### config.mk
export PLATFORM = sky130hd
export DESIGN_NAME = rotate_sub_swap_return_exec
export DESIGN_NICKNAME = d
export VERILOG_FILES = /design/src/hdl/rotate_sub_swap_return_exec.v /design/src/hdl/file_addr_resolve.v
export VERILOG_INCLUDE_DIRS = /design/src /design/src/hdl
export SDC_FILE = /design/constraint.sdc
export NUM_CORES = 1
export LEC_CHECK = 0
export BUFFER_PORTS_ARGS = -buffer_cell sky130_fd_sc_hd__buf_2
export CORE_MARGIN = 3
export CORE_UTILIZATION = 51
export DETAILED_ROUTE_END_ITERATION = 10
export PLACE_DENSITY = 0.82
export SETUP_SLACK_MARGIN = 0.2
export SLEW_MARGIN = 20
export SYNTH_ARGS = -nofsm -noshare
export SYNTH_HDL_FRONTEND = slang
export SYNTH_SLANG_ARGS = --single-unit
### constraint.sdc
create_clock -name clk -period 3.4 [get_ports clk]
set_clock_uncertainty 0.2 [all_clocks]
set_input_delay 0.17 -clock clk [delete_from_list [all_inputs] [get_ports clk]]
set_output_delay 0.17 -clock clk [all_outputs]
set_load 0.01 [all_outputs]
### src/hdl/exec_consts.vh
// Purpose: Constants for the rotate, subtract, swap and return execution block.
// Assumes: One core clock, asynchronous active-low reset.
// Notes: Opcode fields follow the 16-bit instruction word layout.
//
// How it works
// - Return pops the call stack and loads the stack head into the PC.
// - Return with option bit 1 restores accumulator, flags and bank pointer.
// - Return with option bit 0 leaves accumulator, flags and bank pointer alone.
// - Return leaves the PC latches unchanged; the status flags change only when option bit 1 restores them.
// - Rotate left through carry: bit 7 to carry, old carry into bit 0; C N Z.
// - Rotate right through carry: bit 0 to carry, old carry into bit 7; C N Z.
// - Subtract with borrow: f minus W minus not carry; C is not-borrow; Z N.
// - Nibble swap exchanges the two nibbles and leaves the flags alone.
// - Destination bit 0 writes the result to the accumulator only.
// - Destination bit 1 writes the result back to the file location.
// - Bank-access bit 0 resolves the address in the access bank.
// - Bank-access bit 1 joins the bank pointer and the address.
// - Extended set, access bit 0, address up to 95: indexed literal offset.
`ifndef EXEC_CONSTS_VH
`define EXEC_CONSTS_VH
`define OPC_RETURN_HI 15'h0009
`define OPC_ROT_HI 4'h3
`define OPC_RLNC_HI 6'h11
`define OPC_SUBB_HI 6'h16
`define SUB_RRC 2'h0
`define SUB_RLC 2'h1
`define SUB_SWAP 2'h2
`define ACCESS_SPLIT 8'h60
`define ACCESS_LITERAL_MAX 8'h5F
`define ACCESS_HIGH_BANK 4'hF
`define FLAG_C 0
`define FLAG_Z 2
`define FLAG_N 4
`define OPC_MSB 15
`define RET_LSB 1
`define GRP_LSB 12
`define SUB_MSB 11
`define SUB_LSB 10
`define OP6_LSB 10
`define DEST_BIT 9
`define ACCESS_BIT 8
`define RET_OPT_BIT 0
`endif

### src/hdl/rotate_sub_swap_return_exec.v
// Purpose: Executes return, rotates, subtract with borrow and nibble swap.
// Assumes: One instruction per cycle on instrValid; the file read data arrive combinationally.
// Notes: The call stack itself lives outside; this block asks for a pop and takes its head.
`timescale 1ns/10ps
`include "exec_consts.vh"
module rotate_sub_swap_return_exec
(
  // Clock and reset
  input wire clk,
  input wire rst_n,
  // Instruction
  input wire instrValid,
  input wire [15:0] instrWord,
  input wire extendedEn,
  // Call stack
  input wire [20:0] stack_head,
  output wire stackPop,
  // File access
  input wire [11:0] indexBase,
  output wire [11:0] fileRdAddr,
  input wire [7:0] fileRdData,
  output reg fileWrEn,
  output reg [11:0] fileWrAddr,
  output reg [7:0] fileWrData,
  // Shadow registers
  input wire [7:0] acc_shadow,
  input wire [7:0] flags_shadow,
  input wire [3:0] bank_pointer_shadow,
  // Core state
  output reg [7:0] acc,
  output reg [7:0] flags,
  output reg [3:0] bank_pointer,
  output reg [20:0] pc,
  output reg pcLoad,
  output wire busy,
  output reg illegalOp
);
  ////////////////////////////////////////////////////////////////////////////
  localparam ST_EXEC = 1'b0;
  localparam ST_IDLE2 = 1'b1;
  reg state;
  reg next_state;
  wire isReturn;
  reg isRlnc;
  reg isSubb;
  reg isSwap;
  reg isRlc;
  reg isRrc;
  wire dBit;
  wire aBit;
  wire byteOp;
  wire take;
  wire restore;
  reg [7:0] result;
  reg [7:0] next_flags;
  reg [8:0] diff;

  function [7:0] setNZ;
    input [7:0] f;
    input [7:0] r;
    begin
      setNZ = f;
      setNZ[`FLAG_N] = r[7];
      setNZ[`FLAG_Z] = (r == 8'h00);
    end
  endfunction

  // Shifts one place left; the caller picks what enters bit 0.
  function [7:0] rotLeft;
    input [7:0] v;
    input fill;
    begin
      rotLeft = {v[6:0], fill};
    end
  endfunction

  // Shifts one place right; the caller picks what enters bit 7.
  function [7:0] rotRight;
    input [7:0] v;
    input fill;
    begin
      rotRight = {fill, v[7:1]};
    end
  endfunction

  function [7:0] swapNibbles;
    input [7:0] v;
    begin
      swapNibbles = {v[3:0], v[7:4]};
    end
  endfunction

  // Nine-bit difference: bit 8 is set when the subtraction borrows.
  function [8:0] subBorrow;
    input [7:0] minuend;
    input [7:0] subtrahend;
    input carryIn;
    begin
      subBorrow = {1'b0, minuend} - {1'b0, subtrahend} - {8'h00, ~carryIn};
    end
  endfunction

  ////////////////////////////////////////////////////////////////////////////
  // Opcode decode.
  assign isReturn = (instrWord[`OPC_MSB:`RET_LSB] == `OPC_RETURN_HI);
  assign dBit = instrWord[`DEST_BIT];
  assign aBit = instrWord[`ACCESS_BIT];
  assign byteOp = isRlc || isRrc || isRlnc || isSubb || isSwap;

  // The rotate group shares its upper nibble; the two bits below it pick the operation.
  always @*
  begin
    isRlc = 1'b0;
    isRrc = 1'b0;
    isSwap = 1'b0;
    isRlnc = 1'b0;
    isSubb = 1'b0;
    if (instrWord[`OPC_MSB:`GRP_LSB] == `OPC_ROT_HI)
    begin
      case (instrWord[`SUB_MSB:`SUB_LSB])
        `SUB_RLC:
        begin
          isRlc = 1'b1;
        end
        `SUB_RRC:
        begin
          isRrc = 1'b1;
        end
        `SUB_SWAP:
        begin
          isSwap = 1'b1;
        end
        default:
        begin
          isSwap = 1'b0;
        end
      endcase
    end
    else if (instrWord[`OPC_MSB:`OP6_LSB] == `OPC_RLNC_HI)
    begin
      isRlnc = 1'b1;
    end
    else if (instrWord[`OPC_MSB:`OP6_LSB] == `OPC_SUBB_HI)
    begin
      isSubb = 1'b1;
    end
  end

  file_addr_resolve u_resolve
  (
    .fileAddr(instrWord[7:0]),
    .bankAccess(aBit),
    .extendedEn(extendedEn),
    .bank_pointer(bank_pointer),
    .indexBase(indexBase),
    .dataAddr(fileRdAddr),
    .indexedMode()
  );

  // Instructions are taken only in the execute state; the idle return cycle refuses them.
  assign take = instrValid && (state == ST_EXEC);
  assign restore = take && isReturn && instrWord[`RET_OPT_BIT];

  // The pop request is a one-cycle handshake in the execute cycle.
  assign stackPop = take && isReturn;
  assign busy = (state == ST_IDLE2);

  ////////////////////////////////////////////////////////////////////////////
  // Byte operation datapath.
  always @*
  begin
    result = fileRdData;
    next_flags = flags;
    diff = subBorrow(fileRdData, acc, flags[`FLAG_C]);
    if (isRlc)
    begin
      result = rotLeft(fileRdData, flags[`FLAG_C]);
      next_flags = setNZ(flags, result);
      next_flags[`FLAG_C] = fileRdData[7];
    end
    else if (isRrc)
    begin
      result = rotRight(fileRdData, flags[`FLAG_C]);
      next_flags = setNZ(flags, result);
      next_flags[`FLAG_C] = fileRdData[0];
    end
    else if (isRlnc)
    begin
      // Carry is kept: only N and Z follow the result.
      result = rotLeft(fileRdData, fileRdData[7]);
      next_flags = setNZ(flags, result);
    end
    else if (isSubb)
    begin
      result = diff[7:0];
      next_flags = setNZ(flags, result);
      next_flags[`FLAG_C] = ~diff[8];
    end
    else if (isSwap)
    begin
      // The flags are left exactly as they were.
      result = swapNibbles(fileRdData);
    end
  end

  ////////////////////////////////////////////////////////////////////////////
  // Return sequencing: execute cycle, then one idle cycle.
  always @*
  begin
    next_state = ST_EXEC;
    case (state)
      ST_EXEC:
      begin
        if (instrValid && isReturn)
        begin
          next_state = ST_IDLE2;
        end
      end
      ST_IDLE2:
      begin
        next_state = ST_EXEC;
      end
      default:
      begin
        next_state = ST_EXEC;
      end
    endcase
  end

  // State register.
  always @(posedge clk or negedge rst_n)
  begin
    if (!rst_n)
    begin
      state <= ST_EXEC;
    end
    else
    begin
      state <= next_state;
    end
  end

  ////////////////////////////////////////////////////////////////////////////
  // Accumulator: loaded by a restoring return or by a byte operation aimed at it.
  always @(posedge clk or negedge rst_n)
  begin
    if (!rst_n)
    begin
      acc <= 8'h00;
    end
    else if (restore)
    begin
      acc <= acc_shadow;
    end
    else if (take && byteOp && !dBit)
    begin
      acc <= result;
    end
  end

  ////////////////////////////////////////////////////////////////////////////
  // Status flags: a plain return never writes them; the swap passes them through unchanged.
  always @(posedge clk or negedge rst_n)
  begin
    if (!rst_n)
    begin
      flags <= 8'h00;
    end
    else if (restore)
    begin
      flags <= flags_shadow;
    end
    else if (take && byteOp)
    begin
      flags <= next_flags;
    end
  end

  ////////////////////////////////////////////////////////////////////////////
  // Bank pointer: only a restoring return writes it.
  always @(posedge clk or negedge rst_n)
  begin
    if (!rst_n)
    begin
      bank_pointer <= 4'h0;
    end
    else if (restore)
    begin
      bank_pointer <= bank_pointer_shadow;
    end
  end

  ////////////////////////////////////////////////////////////////////////////
  // Program counter and its load strobe; the counter latches live elsewhere and stay put.
  always @(posedge clk or negedge rst_n)
  begin
    if (!rst_n)
    begin
      pc <= 21'h00_0000;
      pcLoad <= 1'b0;
    end
    else
    begin
      pcLoad <= 1'b0;
      if (take && isReturn)
      begin
        pc <= stack_head;
        pcLoad <= 1'b1;
      end
    end
  end

  ////////////////////////////////////////////////////////////////////////////
  // File write port: one strobe for each byte operation that writes back.
  always @(posedge clk or negedge rst_n)
  begin
    if (!rst_n)
    begin
      fileWrEn <= 1'b0;
      fileWrAddr <= 12'h000;
      fileWrData <= 8'h00;
    end
    else
    begin
      fileWrEn <= 1'b0;
      if (take && byteOp && dBit)
      begin
        fileWrEn <= 1'b1;
        fileWrAddr <= fileRdAddr;
        fileWrData <= result;
      end
    end
  end

  ////////////////////////////////////////////////////////////////////////////
  // Marks an opcode this block does not execute; no state changes for it.
  always @(posedge clk or negedge rst_n)
  begin
    if (!rst_n)
    begin
      illegalOp <= 1'b0;
    end
    else
    begin
      illegalOp <= take && !isReturn && !byteOp;
    end
  end
endmodule

### src/hdl/file_addr_resolve.v
// Purpose: Resolves a byte-instruction file operand into a 12-bit data address.
// Assumes: Combinational; the caller registers anything it needs to hold.
// Notes: Indexed literal offset adds the address to the index register.
`timescale 1ns/10ps
`include "exec_consts.vh"
module file_addr_resolve
(
  // Operand fields
  input wire [7:0] fileAddr,
  input wire bankAccess,
  input wire extendedEn,
  // Bank and index state
  input wire [3:0] bank_pointer,
  input wire [11:0] indexBase,
  // Result
  output reg [11:0] dataAddr,
  output reg indexedMode
);
  // One bit wider than the data space; the top bit is dropped so the offset wraps.
  reg [12:0] offsetSum;

  always @*
  begin
    offsetSum = {1'b0, indexBase} + {5'h00, fileAddr};
    indexedMode = 1'b0;
    if (bankAccess)
    begin
      dataAddr = {bank_pointer, fileAddr};
    end
    else if (extendedEn && (fileAddr <= `ACCESS_LITERAL_MAX))
    begin
      indexedMode = 1'b1;
      dataAddr = offsetSum[11:0];
    end
    else if (fileAddr < `ACCESS_SPLIT)
    begin
      dataAddr = {4'h0, fileAddr};
    end
    else
    begin
      dataAddr = {`ACCESS_HIGH_BANK, fileAddr};
    end
  end
endmodule

==> key figures, run 1 <==
Clock network
  – Num CTS Buffers: 9
  – CTS tree: yes
  – Clk buf depth: 2
  – CTS H-tree lvls: 3
  – Root buffer cell: clkbuf_8
  – Clock transition at path regs: 80 ps
  – Clock Latency Late Sink: 350 ps
  – Clk sinks: 65

Worst setup path
  – Crit end category: flop
  – Startpoint Class: flop
  – CP Data Arrival Time: 3080 ps
  – CP required: 3470 ps
  – Reg2Reg Depth: 10
  – Crit-path max FO: 3
  – R2R setup slack: 400 ps
  – Critical Setup Path Class: flop to flop

Synth
  – Synth Warn #: 0
  – Mapped Nets: 620
  – Post-synth top flop: dfrtp_1
  – Post-synthesis sequential area ratio: 36.6%
  – Post-synth EDFFs: 0
  – Yosys reg bits: 65
  – Share of the synthesized area in the top cell type: 36.6%
  – Avg Synthesized Cell Area: 8.65 um^2
  – Post-synth ARST share: 100%
  – Top cells by count, synth: 117 x nand2_1, 65 x dfrtp_1, 31 x o21ai_0
  – Syn Inst Count: 514
  – Mapped Area: 4440 um^2
  – Count leader, synth: nand2_1
  – Synth top area cells: dfrtp_1 37%, nand2_1 9.9%, ha_1 6.2%
  – Yosys top cell by area: dfrtp_1
  – Post-synth cell types: 72

GRT
  – Largest net degree at the start of global routing: 37
  – Number of global-route vias before repair: 4839
  – Grt ovf: 0
  – All-Layer GR Usage: 30.5%
  – First-pass GRT wire length: 23900 um
  – Initial antenna violation count: 0

Cells and area
  – Number of diodes: 0
  – Fillers: 668
  – Design area: 5940 um^2
  – Multi-input logic area: 2590 um^2
  – Post-layout nets: 817
  – FF+latch area: 1630 um^2
  – Fraction of layout cells with a size suffix above 1: 29.5%
  – Area grow syn2layout: 33.7%

Placed design
  – PortBufs: 158
  – Dpl hpwl: 10800 um
  – Post-placement cell area: 5300 um^2
  – Final GP Congestion: 0.953

Drt
  – Drt pass-1 iters: 5
  – DRC: 0
  – DRT iter0 DRCs: 289
  – Vias: 4792
  – Post-DR vias/cell: 5.84
  – Post-Route WL: 14900 um
  – Antenna Nets Post-Route: 0
  – Wire per inst: 18.2 um

STA
  – Fin Hold WS: 29.9 ps
  – Slew @ Worst Pin: 820 ps
  – Period Utilization, post-route: 88.4%
  – Setup-failing EPs final: 0
  – Fin Setup TNS: 0 ps
  – Fin crit period: 3000 ps
  – Worst relative slew slack: 44.9%
  – RSZ-0062 raised after global routing: no
  – Fmax: 0.333 GHz
  – Fin. max-slew vios: 0
  – Final Hold Viols: 0

Worst hold path
  – Hold Crit Depth: 3
  – Hold crit path type: primary input to flop

Floorplan
  – Top Ports: 159
  – DIE HEIGHT: 99.4 um
  – Core Rows: 33
  – Die ar.: 9870 um^2
  – Core area: 8340 um^2
  – Initial Util: 53.3%
  – Die Wd: 99.4 um

Flow run
  – Max-Cap Viols: 0

Power
  – Cell leakage power: 3.09 nW
  – Worst IR Drop VDD: 0.000320 V
  – PwrDens: 447 nW/um^2

Outcome
  – Outcome: finished clean
[layer usage]
metal	global-route usage [%]	share of wire [%]	up-vias
met1	37.0	39	2254
met4	13.0	3.7	0
met5	0	0	-
met3	7.29	9.2	48
li1	-	-	2229
met2	51.8	48	261
[sequential cells by signal, summed over array words and instances, names as in the netlist]
name / count
pc: 21
fileWrAddr: 12
acc: 8
fileWrData: 8
flags: 8
bank_pointer: 4
busy: 1
fileWrEn: 1
illegalOp: 1
pcLoad: 1
[path summary, 6_finish.rpt]
kind                               startpoint        end
max in group asynchronous               rst_n     pcLoad
worst min-delay path            instrWord[15]  illegalOp
worst max register to register       flags[0]   flags[0]
min in group asynchronous               rst_n     pc[18]
worst max-delay path                 flags[0]   flags[0]
worst min register to register       flags[3]   flags[3]
[layout by cell type (no fill, tap or decap), drive strengths merged, types with 6 or more instances in the layout]
| cell type | Yosys | final |
|---|---|---|
| dfrtp | 65 | 65 |
| nor3 | 20 | 20 |
| xor2 | 7 | 7 |
| nand2 | 117 | 117 |
| ha | 22 | 22 |
| nor2 | 20 | 20 |
| nor2b | 7 | 7 |
| nand2b | 8 | 8 |
| nand3 | 7 | 7 |
| dlygate4sd3 | 0 | 43 |
| or3 | 6 | 6 |
| nor4 | 6 | 6 |
| o21ai | 32 | 32 |
| a21oi | 23 | 23 |
| clkbuf | 13 | 9 |
| buf | 8 | 164 |
| mux2 | 17 | 17 |
| inv | 28 | 32 |
| nand3b | 7 | 7 |
| a211oi | 8 | 8 |
[worst max-delay path, stage by stage (launching register included)]
cell,delay [ps]
dfrtp_1,380
inv_1,70
fa_1,160
inv_1,60
fa_1,390
nand2b_1,190
a2111oi_1,500
o41ai_1,200
xnor2_1,150
or4_1,460
a31oi_1,170
[cells by family after synthesis]
kind of cell    Yosys count  share of synthesized area (%)
compound gates          114                           17.5
flops                    65                           36.6
mux                      20                           5.66
fa+ha+maj                25                           7.55
buf+inv                  50                           5.15
xor+xnor                  9                           1.77
simple gates            231                           25.8
[cell type report]
type                       instances  share of cell area (%)
tap                              105                    2.21
sequential                        65                    27.4
clock buffer                       9                    2.09
inverter                          29                    1.92
multi-input combinational        399                    43.7
clock inverter                     7                    1.41
timing repair buffer             207                    21.3
[repair_timing]
action	in CTS	in global routing
endpoints found under the hold margin	72	0
endpoints found under the setup margin	0	2
buffers inserted	0	0
hold buffers	43	0
gates resized for setup	0	1
[stage by stage]
step,util [%],setup WS (ps),power [mW],cells
2_1_floorplan,-,417,1.55,514
3_3_place_gp,63.6,363,1.87,762
3_5_place_dp,63.6,356,1.89,762
4_1_cts,71.2,345,2.65,821
5_1_grt,71.2,212,2.81,821
6_report,71.2,395,2.65,821
[where the power goes]
part / switching (mW) / internal (mW)
registers: 0.0643 / 0.873
clock network: 0.361 / 0.353
logic: 0.548 / 0.456
Note: power is estimated with default switching activity, not from simulation.
==> inputs of run 2 (changes only) <==
CORE_ASPECT_RATIO = 0.9   (was default)
MAX_ROUTING_LAYER = met4   (was default)
==> run 2 against run 1 <==
Effect of this change:
- via count rose by 0.31%
- first-iteration DRC count rose by 31%
- combinational power barely moved
- critical path type unchanged
- design area fell by 0.40%
- power fell by 2.8%
==> key figures, run 2 (synthesized netlist as in run 1, its figures left out) <==
Outcome
  – Outcome: finished clean

Cells and area
  – Commonest non-fill, non-tap cell in the layout: buf_2
  – Fraction of layout cells with a size suffix above 1: 29.4% (-0.058 points)
  – Largest regs: pc: 21 flops, fileWrAddr: 12 flops
  – Core Util, Final: 71.6% (+0.39 points)
  – Fin cells: 830 (+1.1%)
  – Design area: 5920 um^2 (-0.40%)
  – Most frequent cells in the layout: 158 x buf_2, 117 x nand2_1, 65 x dfrtp_1
  – Top reg by flops: pc
  – Post-layout nets: 815 (-0.24%)
  – Area grow syn2layout: 33.1%
  – Max FFs per register: 21 (unchanged)

Worst setup path
  – Worst-path cell chain: inv_1, fa_1, inv_1, fa_1, nand2b_1, a2111oi_2, o41ai_1, xnor2_1, or4_1, a31oi_1
  – CP Data Arrival Time: 3030 ps (-50 ps)
  – Crit end category: flop
  – Crit-path max FO: 3 (unchanged)
  – Worst path top cell family by delay: compound AO/OA/AOI/OAI gates
  – Reg2Reg Depth: 10 (unchanged)
  – Startpoint Class: flop
  – FF-to-FF End: flags[0]
  – Critical Setup Path Class: flop to flop
  – CP bufs+invs: 2 (unchanged)
  – R2r startpoint: flags[0]
  – Crit-path slowest cell: or4_1
  – R2R setup slack: 420 ps (+30 ps)
  – Slowest Stage Delay on Critical Path: 490 ps (about the same)
  – CP required: 3460 ps (about the same)

GRT
  – Grt ovf: 0 (unchanged)
  – All-Layer GR Usage: 32.2% (+1.6 points)
  – Largest net degree at the start of global routing: 66 (+78%)
  – Initial antenna violation count: 0 (unchanged)
  – Number of global-route vias before repair: 4756 (-1.7%)
  – First-pass GRT wire length: 24400 um (+1.9%)

Power
  – Worst IR Drop VDD: 0.000402 V (+26%)
  – Combinational share of power: 39.6% (+1.8 points)
  – Psw: 0.978 mW (+0.58%)
  – P_int: 1.60 mW (-4.7%)
  – Power share of the sequential group: 36.4% (+1.1 points)
  – Cell leakage power: 3.07 nW (-0.65%)
  – Total power: 2.58 mW (-2.8%)
  – Sw Share: 37.9% (+1.3 points)
  – PwrDens: 436 nW/um^2 (-2.4%)
  – Clock Power Share: 24.0% (-2.9 points)

STA
  – Fmax: 0.336 GHz (+0.92%)
  – Fin Hold WS: 12.3 ps (-17.6 ps)
  – Fin Setup TNS: 0 ps (unchanged)
  – Worst relative slew slack: 44.3% (-0.65 points)
  – Fin. max-slew vios: 0 (unchanged)
  – Fin crit period: 2980 ps (-27.5 ps)
  – Setup-failing EPs final: 0 (unchanged)
  – Setup ws final: 423 ps (+27.5 ps)
  – Final Hold Viols: 0 (unchanged)
  – RSZ-0062 raised after global routing: no
  – Period Utilization, post-route: 87.6% (-0.81 points)
  – Slew @ Worst Pin: 836 ps (+16.0 ps)

Drt
  – Wire per inst: 18.6 um (+2.3%)
  – Post-Route WL: 15500 um (+3.4%)
  – Antenna Nets Post-Route: 0 (unchanged)
  – DRT iter0 DRCs: 378 (+31%)
  – DRC: 0 (unchanged)
  – Drt pass-1 iters: 5 (unchanged)
  – Vias: 4807 (+0.31%)
  – Post-DR vias/cell: 5.79 (-0.77%)

Clock network
  – Num CTS Buffers: 9 (unchanged)
  – CTS H-tree lvls: 3 (unchanged)
  – Clk buf depth: 2 (unchanged)
  – Clock transition at path regs: 80 ps (about the same)
  – Setup bufs post-CTS: 0 (unchanged)
  – CTS tree: yes
  – Clock Latency Late Sink: 350 ps (about the same)
  – Clk sinks: 65 (unchanged)
  – Root buffer cell: clkbuf_8

Placed design
  – PortBufs: 158 (unchanged)
  – Cells after DPL: 770 (+1.0%)
  – Placement Setup Slack: 316 ps (-40.2 ps)
  – Dpl hpwl: 11100 um (+3.3%)
  – Final GP Congestion: 1.07 (+13%)
  – Post-placement cell area: 5300 um^2 (about the same)

Floorplan
  – Initial Util: 53.8% (+0.51 points)
  – Core Rows: 31 (-6.1%)
  – Die Wd: 104 um (+5.1%)
  – Die ar.: 9870 um^2 (about the same)
  – Top Ports: 159 (unchanged)
  – Core area: 8260 um^2 (-0.95%)
  – DIE HEIGHT: 94.6 um (-4.8%)

Worst hold path
  – Hold Path End: acc[5]
  – Min-delay src: acc_shadow[5]
  – Hold Crit Depth: 3 (unchanged)
  – Hold crit path type: primary input to flop

Flow run
  – Max-Cap Viols: 0 (unchanged)
==> run 2: area by class of cell <==
class,instances,area (um^2)
Sequential cell,65,1630
Multi-Input combinational cell,399,2600
Fill cell,645,2340
Antenna cell,1,2.50
Tap cell,115,144
Inverter,29,114
Clock inverter,7,55.1
Clock buffer,9,124
Timing Repair Buffer,205,1250
==> run 2: tightest hold or removal path, cell delays in order <==
cell and delay [ps]:
buf_2 100, a21oi_1 140, a221oi_1 100
==> run 2: per-layer routing <==
metal  vias to the layer above  global-route usage (%)  share of wire [%]
met3                        35                    8.68                9.9
met5                         -                       -                  0
met4                         0                    9.86                2.0
met1                      2271                    40.5                 41
met2                       279                    51.2                 47
li1                       2222                       -                  -
==> run 2: power groups by stage <==
| stage | clock [mW] | combinational [mW] | sequential (mW) |
|---|---|---|---|
| after floorplan | 0 | 0.551 | 0.997 |
| after global placement | 0 | 0.936 | 0.946 |
| after detailed placement | 0 | 0.954 | 0.951 |
| after CTS | 0.633 | 0.997 | 0.937 |
| after global routing | 0.667 | 1.11 | 0.951 |
| final | 0.620 | 1.02 | 0.939 |
==> run 2: worst max path at each step <==
stage	from	endpoint	cells past startpoint
floorplan	flags[0]	flags[0]	10
finish	flags[0]	flags[0]	10
detailed placement	flags[0]	flags[0]	10
CTS	flags[0]	flags[0]	10
global route	flags[0]	flags[0]	10
global placement	flags[0]	flags[0]	10
==> run 2: repair_timing <==
action | 4_1_cts | 5_1_grt
hold buffers | 43 | 0
endpoints found under the setup margin | 0 | 2
endpoints found under the hold margin | 107 | 0
resized for setup | 0 | 2
